--- src/design/hvm_pkg.sv ---
// Constants for the high-voltage monitor status block
package hvm_pkg;
	localparam int unsigned CLK_PERIOD_NS = 50;
	localparam int unsigned BUSY_TIME_NS = 10000;
	localparam int unsigned BUSY_CYCLES = (BUSY_TIME_NS + CLK_PERIOD_NS - 1) / CLK_PERIOD_NS;
	localparam int unsigned BUSY_CNT_W = 8;
	localparam logic [BUSY_CNT_W-1:0] BUSY_LAST = BUSY_CNT_W'(BUSY_CYCLES - 1);

	localparam int unsigned MON_W = 8;
	localparam logic [MON_W-1:0] MON_RESET = 8'h00;
	localparam int unsigned BIT_WAKE_PIN = 7;
	localparam int unsigned BIT_OVER_TEMP = 6;
	localparam int unsigned BIT_SERIAL_TEST_PIN = 5;
	localparam int unsigned BIT_ADC_BUFFER = 4;
	localparam int unsigned BIT_LOW_VOLTAGE = 3;
	localparam int unsigned BIT_LINE_SHORT = 2;
	localparam int unsigned BIT_SERIAL_TEST_SHORT = 1;
	localparam int unsigned BIT_WAKE_SHORT = 0;

	localparam int unsigned SEL_W = 3;
	localparam logic [SEL_W-1:0] SEL_MONITOR = 3'h1;
endpackage : hvm_pkg

--- src/design/hvm_monitor_top.sv ---
// High-voltage monitor status register behind the indirect command interface
//
// Overview of operation
// Eight-bit read-only live monitor register
// Reached only via indirect command, data register
// No memory-mapped path reaches the register
// Bit 7 follows wake pin in input mode
// Bit 6 shows thermal shutdown occurred
// Bit 5 follows serial-test pin in input mode
// Bit 4 shows ADC input buffer enabled
// Bit 3 valid only when flag enabled
// Bit 3 one if supply stayed above threshold
// Retention flag cleared only by re-enabling it
// Bit 2 sets on line driver short
// Line short cleared by driver re-enable write
// Bit 1 sets on serial-test driver short
// Serial-test short cleared by re-enable write
// Bit 0 sets on wake driver short
// Re-enable pulse restores pins, self-clears
// Busy stands ten microseconds per transfer
// Reads never disturb monitor bits
`timescale 1ns/1ps
module hvm_monitor_top (
	input wire logic clk_sys,
	input wire logic rst_n,
	input wire logic cmd_start,
	input wire logic [hvm_pkg::SEL_W-1:0] cmd_sel,
	input wire logic wake_pin_level,
	input wire logic serial_test_pin_level,
	input wire logic pin_input_mode,
	input wire logic thermal_event,
	input wire logic adc_buffer_on,
	input wire logic supply_stayed_ok,
	input wire logic low_voltage_flag_en,
	input wire logic low_voltage_flag_en_wr,
	input wire logic driver_reenable_wr,
	input wire logic line_short_event,
	input wire logic serial_test_short_event,
	input wire logic wake_short_event,
	output logic hv_busy_ff,
	output logic hv_error_ff,
	output logic [hvm_pkg::MON_W-1:0] hv_data_register_ff,
	output logic [hvm_pkg::MON_W-1:0] hv_monitor_status_ff,
	output logic driver_reenable_ff
);

	// Two states; the counter alone times the busy window
	typedef enum logic {HVM_IDLE, HVM_BUSY} hvm_state_t;

	hvm_state_t state_ff;
	// Counter width must cover the busy window at this clock
	logic [hvm_pkg::BUSY_CNT_W-1:0] busy_cnt_ff;
	logic [hvm_pkg::SEL_W-1:0] sel_ff;
	logic over_temp_ff;
	logic line_short_ff;
	logic serial_test_short_ff;
	logic wake_short_ff;
	logic low_voltage_ff;
	logic strap_taken_ff;
	// Image ahead of its flop; the data snapshot reads it too
	logic [hvm_pkg::MON_W-1:0] nxt_monitor;

	////////////////////////////////////////////////////////////////////////
	// Sticky event flags; a new event wins over a same-cycle clear
	// Thermal flag cleared by the re-enable write that restores the pins
	always_ff @(posedge clk_sys or negedge rst_n) begin
		if (!rst_n) begin
			over_temp_ff <= 1'b0;
		end else if (thermal_event) begin
			over_temp_ff <= 1'b1;
		end else if (driver_reenable_wr) begin
			over_temp_ff <= 1'b0;
		end
	end

	always_ff @(posedge clk_sys or negedge rst_n) begin
		if (!rst_n) begin
			line_short_ff <= 1'b0;
		end else if (line_short_event) begin
			line_short_ff <= 1'b1;
		end else if (driver_reenable_wr) begin
			line_short_ff <= 1'b0;
		end
	end

	always_ff @(posedge clk_sys or negedge rst_n) begin
		if (!rst_n) begin
			serial_test_short_ff <= 1'b0;
		end else if (serial_test_short_event) begin
			serial_test_short_ff <= 1'b1;
		end else if (driver_reenable_wr) begin
			serial_test_short_ff <= 1'b0;
		end
	end

	// Wake short cleared by the same re-enable write, else it would stick forever
	always_ff @(posedge clk_sys or negedge rst_n) begin
		if (!rst_n) begin
			wake_short_ff <= 1'b0;
		end else if (wake_short_event) begin
			wake_short_ff <= 1'b1;
		end else if (driver_reenable_wr) begin
			wake_short_ff <= 1'b0;
		end
	end

	// Pins themselves are restored outside this block, by this strobe
	// Re-enable strobe lasts one cycle and returns to zero by itself
	always_ff @(posedge clk_sys or negedge rst_n) begin
		if (!rst_n) begin
			driver_reenable_ff <= 1'b0;
		end else begin
			driver_reenable_ff <= driver_reenable_wr;
		end
	end

	////////////////////////////////////////////////////////////////////////
	// Supply strap caught on the first clock after reset release, not in reset
	// Keeps the reset branch constant-only; strap assumed steady by then
	always_ff @(posedge clk_sys or negedge rst_n) begin
		if (!rst_n) begin
			strap_taken_ff <= 1'b0;
			low_voltage_ff <= 1'b0;
		end else if (!strap_taken_ff) begin
			strap_taken_ff <= 1'b1;
			low_voltage_ff <= supply_stayed_ok;
		end else if (low_voltage_flag_en_wr && low_voltage_flag_en) begin
			low_voltage_ff <= 1'b0;
		end
	end

	////////////////////////////////////////////////////////////////////////
	// Live monitor image
	always_comb begin
		nxt_monitor = hvm_pkg::MON_RESET;
		nxt_monitor[hvm_pkg::BIT_WAKE_PIN] = pin_input_mode & wake_pin_level;
		nxt_monitor[hvm_pkg::BIT_OVER_TEMP] = over_temp_ff;
		nxt_monitor[hvm_pkg::BIT_SERIAL_TEST_PIN] = pin_input_mode
			& serial_test_pin_level;
		nxt_monitor[hvm_pkg::BIT_ADC_BUFFER] = adc_buffer_on;
		nxt_monitor[hvm_pkg::BIT_LOW_VOLTAGE] = low_voltage_flag_en & low_voltage_ff;
		nxt_monitor[hvm_pkg::BIT_LINE_SHORT] = line_short_ff;
		nxt_monitor[hvm_pkg::BIT_SERIAL_TEST_SHORT] = serial_test_short_ff;
		nxt_monitor[hvm_pkg::BIT_WAKE_SHORT] = wake_short_ff;
	end

	// Image depends on no read path, so a read cannot disturb it
	always_ff @(posedge clk_sys or negedge rst_n) begin
		if (!rst_n) begin
			hv_monitor_status_ff <= hvm_pkg::MON_RESET;
		end else begin
			hv_monitor_status_ff <= nxt_monitor; // see
		end
	end

	////////////////////////////////////////////////////////////////////////
	// Last counting cycle of a transfer; the sequencer and the result share it
	function automatic logic xfer_done(input hvm_state_t st,
		input logic [hvm_pkg::BUSY_CNT_W-1:0] cnt);
		return (st == HVM_BUSY) && (cnt == hvm_pkg::BUSY_LAST);
	endfunction : xfer_done

	////////////////////////////////////////////////////////////////////////
	// Indirect command interface; no memory-mapped port exists at all
	always_ff @(posedge clk_sys or negedge rst_n) begin
		if (!rst_n) begin
			state_ff <= HVM_IDLE;
			busy_cnt_ff <= '0;
			hv_busy_ff <= 1'b0;
		end else begin
			case (state_ff)
				HVM_IDLE: begin
					if (cmd_start) begin
						state_ff <= HVM_BUSY; // see
						busy_cnt_ff <= '0;
						hv_busy_ff <= 1'b1;
					end
				end
				HVM_BUSY: begin
					// Starts while busy are dropped; the serial link holds one transfer
					if (xfer_done(state_ff, busy_cnt_ff)) begin
						state_ff <= HVM_IDLE;
						hv_busy_ff <= 1'b0;
					end else begin
						busy_cnt_ff <= busy_cnt_ff + 1'b1;
					end
				end
				default: begin
					state_ff <= HVM_IDLE;
					hv_busy_ff <= 1'b0;
				end
			endcase
		end
	end

	// Target taken with the start, so a select change while busy is ignored
	always_ff @(posedge clk_sys or negedge rst_n) begin
		if (!rst_n) begin
			sel_ff <= '0;
		end else if (state_ff == HVM_IDLE && cmd_start) begin
			sel_ff <= cmd_sel;
		end
	end

	// Snapshot at busy fall, not at start, so software reads the newest image
	always_ff @(posedge clk_sys or negedge rst_n) begin
		if (!rst_n) begin
			hv_data_register_ff <= hvm_pkg::MON_RESET;
		end else if (xfer_done(state_ff, busy_cnt_ff) && sel_ff == hvm_pkg::SEL_MONITOR) begin
			hv_data_register_ff <= nxt_monitor;
		end
	end

	// Unknown targets raise the error and leave the data register unchanged
	always_ff @(posedge clk_sys or negedge rst_n) begin
		if (!rst_n) begin
			hv_error_ff <= 1'b0;
		end else if (xfer_done(state_ff, busy_cnt_ff)) begin
			hv_error_ff <= (sel_ff != hvm_pkg::SEL_MONITOR);
		end
	end

endmodule : hvm_monitor_top

--- config.mk ---
export PLATFORM = sky130hd
export DESIGN_NAME = hvm_monitor_top
export DESIGN_NICKNAME = d
export VERILOG_FILES = /design/src/design/hvm_pkg.sv /design/src/design/hvm_monitor_top.sv
export SDC_FILE = /design/constraint.sdc
export NUM_CORES = 1
export LEC_CHECK = 0
export ABC_AREA = 1
export BUFFER_PORTS_ARGS = -buffer_cell sky130_fd_sc_hd__buf_4
export CAP_MARGIN = 25
export CORE_ASPECT_RATIO = 1.75
export CORE_MARGIN = 2
export CORE_UTILIZATION = 40
export DETAILED_ROUTE_END_ITERATION = 10
export GPL_TIMING_DRIVEN = 1
export SYNTH_ARGS = -nofsm -noshare
export SYNTH_HDL_FRONTEND = slang
export SYNTH_SLANG_ARGS = --single-unit
--- constraint.sdc ---
create_clock -name clk_sys -period 2.8 [get_ports clk_sys]
set_clock_uncertainty 0.1 [all_clocks]
set_input_delay 0.28 -clock clk_sys [delete_from_list [all_inputs] [get_ports clk_sys]]
set_output_delay 0.28 -clock clk_sys [all_outputs]
set_load 0.01 [all_outputs]
### Word level (Yosys, flattened, before mapping)

Index checks and enable logic that the tools add are counted.

* flip-flop bits (word level): 37
* latch bits: 0
* bits in writable memories: 0
* ROM bits: 0
* input port bits: 18
* output and inout bits: 19
* logic and storage cells: 52
* memories kept: 0

* add/subtract/negate cells: 1
* $mul: 0
* div/mod/pow operators: 0
* order comparisons: 0
* equality and inequality tests: 7
* shift-type cells: 0
* mux-type cells: 16
* bitwise operators: 4
* reductions and logical operators: 10

Operators by type and width (count)
* $mux W8: 2
* $pmux W8 S2: 1
* $mux W1: 11
* $add A8 B1 Y8 const B: 1
* $eq A8 B8 Y1 const B: 1
* $reduce_bool A2 Y1: 4
* $logic_and A1 B1 Y1: 4
* $ne A2 B1 Y1 const B: 2
* $ne A2 B2 Y1 const B: 2
* $pmux W1 S2: 2
* $reduce_and A2 Y1: 2
* $and A1 B1 Y1: 3
* $eq A3 B1 Y1 const B: 1
* $ne A3 B1 Y1 const B: 1
* $not A1 Y1: 1

### Longest topological paths before layout

* word-level depth: 4
* gate-level depth with buffers: 9
* depth with buffers taken out: 8

### Worst setup path after synthesis

OpenSTA, ideal clock, no wires.

* kind: flip-flop to flip-flop
* start: register busy_cnt_ff[0] in the netlist's numbering
* end: register hv_error_ff
* library setup time: 117 ps
* arrival time: 1196 ps
* required time: 2583 ps
* path slack: 1388 ps
* cell stages (with the launch flop): 10
* buffers on the path: 1
* clock period less this slack: 1412 ps
* cell sequence: dfrtp_1 -> ha_1 -> nand2_2 -> inv_4 -> nand2_4 -> nor2_8 -> buf_8 -> nand2_4 -> nand2_2 -> and2_4

* word-level cells in the longest chain between the ends: 2

RTL lines
* start: declaration: RTL line hvm_monitor_top.sv:52 `logic [hvm_pkg::BUSY_CNT_W-1:0] busy_cnt_ff;`
* start signal: assignment: RTL line hvm_monitor_top.sv:185 `busy_cnt_ff <= busy_cnt_ff + 1'b1;`
* $eq A8 B8 Y1: RTL line hvm_monitor_top.sv:160 `return (st == HVM_BUSY) && (cnt == hvm_pkg::BUSY_LAST);`
* $logic_and A1 B1 Y1: RTL line hvm_monitor_top.sv:160
* end signal: assignment: RTL line hvm_monitor_top.sv:219 `hv_error_ff <= (sel_ff != hvm_pkg::SEL_MONITOR);`
* end: declaration: RTL line hvm_monitor_top.sv:41 `output logic hv_error_ff,`

Every way passes these cells.
A chain may end at the register's enable or synchronous reset.

### Worst setup path in the final report

Same ends and word-level chain as after synthesis.

==> qor.yml <==
job:
  max-cap-violations: 0
synthesis:
  ys_types: 29
  syn-num-nets: 174
  ys_seq_elements: 37
  avgSynthCellArea_um2: 10.2
  syn_area_mm2: 0.00159
  synthArstFlopShare_pct: 100
  yosys_warnings: 0
  synth_edf_count: 0
  synth_cells: 155
  synth.yosys.seq_area_share_pct: 58.4
  yosys_most_used_dff: "dfrtp_1"
global_route:
  grt_pass1_vias: 1165
  grt_use_total_pct: 15.6
  antenna_found_initial: 0
  grt_overflow: 0
  grt_first_pass_wirelength_mm: 5.20
  grt_max_degree: 38
critical_path:
  crit_type: "reg2reg"
  cp-start-kind: "flop"
  critical_path_peak_fanout: 11
  end_kind: "flop"
  required_ns: 2.89
  worstPathArrival_ns: 1.73
detailed_routing:
  final_antenna_net_count: 0
  via_per_inst: 4.76
  drtPass1Iterations: 4
  post_drt_wl_per_cell_um: 12.1
  routed_wl_mm: 2.98
  drc: 0
  drt-initial-drc-count: 14
  vias: 1171
clock_tree:
  cts_buffer_depth: 2
  htree_levels: 2
  numCtsBuffers: 5
  path_clk_slew_ns: 0.07
  clk_latency_ns: 0.29
  cts_setup_buffers: 0
  cts-root-buf: "clkbuf_8"
  clock-sinks: 37
  cts_resized: 0
  tritoncts: "yes"
timing:
  drv_slew: 0
  tns_ns: 0
  period_minus_slack_ns: 1.64
  period_share_pct: 58.7
  rsz0062_at_grt: "false"
  setup_violations: 0
  fmax_ghz: 0.609
  final-hold-violation-count: 0
placed_design:
  hpwlAfterDp_mm: 2.30
  place_inst: 236
  place_congestion: 0.856
  port_buffers: 36
  dpl-instance-area_mm2: 0.00189
finish:
  n_antenna_cell: 0
  drive_above_1_share_pct: 31.8
  fin_area_mm2: 0.00203
  syn2layout_area_growth_pct: 28.2
  nets: 216
  fin_cells: 246
die:
  rows: 30
  core_mm2: 0.00383
  dieHeight_um: 87.3
  die_w_um: 51.6
  pin_count: 37
  dieArea_mm2: 0.00451
  start_util_pct: 41.4
power:
  seqPwrFrac_pct: 51.1
  p_sw_share_pct: 20.1
  peakVddDrop_mv: 0.471
  p_leak_nw: 1.08
  total_power_w: 0.00108
  p_int_w: 0.000867
  power.switching_w: 0.000218
  combPwrFrac_pct: 5.1
  power_density_mw_per_mm2: 534
  power_frac_clock_pct: 43.7
min_path:
  holdCritPathClass: "in2reg"
outcome:
  status: "complete, no violations"
[area by class of cell]
cell class                 instances  area [um^2]
clock buffer                       6         82.6
multi-input combinational         98          567
tap                               48         60.1
fill                             367         1800
sequential                        37          926
clock inverter                     2         37.5
timing repair buffer              39          298
inverter                          16         62.6
[state kept, by name (all words and copies together) (netlist names), 3 cells and up]
name                  flops
busy_cnt_ff               8
hv_data_register_ff       8
hv_monitor_status_ff      8
sel_ff                    3
[stage by stage]
step                util (%)  worst slack [ns]  hold slack [ns]
finish                  53.1              1.16           0.0329
global route            53.1             0.997           0.0258
CTS                     52.8              1.15          0.00243
detailed placement      49.4              1.16            0.162
global placement        49.4              1.21            0.153
floorplan                  -              1.39           -0.116
[synth_stat cells, types with 2 or more instances]
master,count,area share (%)
inv_1,13,3.1
dfrtp_1,37,58
inv_2,2,0.47
nand2_1,45,11
nor2_1,4,0.95
o21ai_0,2,0.63
nand2_4,2,1.4
o21bai_1,5,2.4
nand2_2,2,0.79
nand3_1,15,4.7
nand4_1,8,3.2
mux2_2,3,2.1
[per-layer routing]
| layer | global-route usage (%) | share of wire [%] | vias up |
|---|---|---|---|
| met5 | 0 | 0 | - |
| met4 | 9.81 | 3.1 | 0 |
| met3 | 3.26 | 4.9 | 11 |
| met2 | 26.9 | 54 | 34 |
| met1 | 16.8 | 38 | 545 |
| li1 | - | - | 581 |
[power by group through the flow]
stage | Sequential (W) | Combinational [W] | Clock, W
after floorplan | 0.000567 | 0.00000757 | 0
after global placement | 0.000565 | 0.0000546 | 0
after detailed placement | 0.000565 | 0.0000551 | 0
after CTS | 0.000555 | 0.0000563 | 0.000489
after global routing | 0.000556 | 0.0000625 | 0.000514
final | 0.000555 | 0.0000556 | 0.000475
[worst max-delay path, cell delays in order, from the launching register on]
cell	delay [ns]
dfrtp_1	0.39
ha_1	0.20
nand2_2	0.08
inv_4	0.08
nand2_4	0.07
nor2_8	0.19
nand3_2	0.21
and2_4	0.22
[cell usage in the layout, fill, tap and decap left out]
master	Yosys	routed
nand2_1	45	45
dfrtp_1	37	37
buf_4	1	37
nand3_1	15	15
inv_1	13	13
nand4_1	8	8
clkbuf_8	0	6
o21bai_1	5	5
nor2_1	4	4
mux2_2	3	3
inv_2	2	2
nand2_2	2	2
nand2_4	2	2
o21ai_0	2	2
dlygate4sd3_1	0	2
nand3_4	1	1
inv_4	1	1
nor2_2	1	1
o21ai_4	1	1
nor2_8	1	1
nor3b_4	1	1
nand3_2	1	1
nor2_4	1	1
and2_4	1	1
nand3b_1	1	1
xor2_1	1	1
ha_1	1	1
bufinv_16	0	1
clkinvlp_4	0	1
conb_1	1	1
[path summary, 6_finish.rpt]
check / start / to / slack, ns / cells after the start
max: busy_cnt_ff[0]$_DFFE_PN0P_ / hv_error_ff$_DFFE_PN0P_ / 1.16 / 7
min: driver_reenable_wr / driver_reenable_ff$_DFF_PN0_ / 0.03 / 1
max reg2reg: busy_cnt_ff[0]$_DFFE_PN0P_ / hv_error_ff$_DFFE_PN0P_ / 1.16 / 7
min reg2reg: wake_short_ff$_DFFE_PN0P_ / hv_monitor_status_ff[0]$_DFF_PN0_ / 0.32 / 0
max in group asynchronous: rst_n / hv_busy_ff$_DFFE_PN0P_ / 1.91 / 2
min in group asynchronous: rst_n / hv_monitor_status_ff[6]$_DFF_PN0_ / 0.38 / 2
[what timing repair did]
item / 4_1_cts / 5_1_grt
setup endpoints to repair: 0 / 0
endpoints found under the hold margin: 37 / 1
hold buffers: 1 / 1
[kinds of logic (layout without fill, tap and decap cells)]
| group | after synthesis | count (layout) | synth area share, % |
|---|---|---|---|
| XOR/XNOR | 1 | 1 | 0.552 |
| AND/OR/NAND/NOR | 84 | 84 | 28.0 |
| other | 1 | 1 | 0.236 |
| buffers and inverters | 20 | 63 | 5.91 |
| flip-flops | 37 | 37 | 58.4 |
| adder cells (fa/ha/maj) | 1 | 1 | 0.789 |
| AO/OA/AOI/OAI | 8 | 8 | 4.02 |
| multiplexers | 3 | 3 | 2.13 |
(Power assumes the default switching activity.)
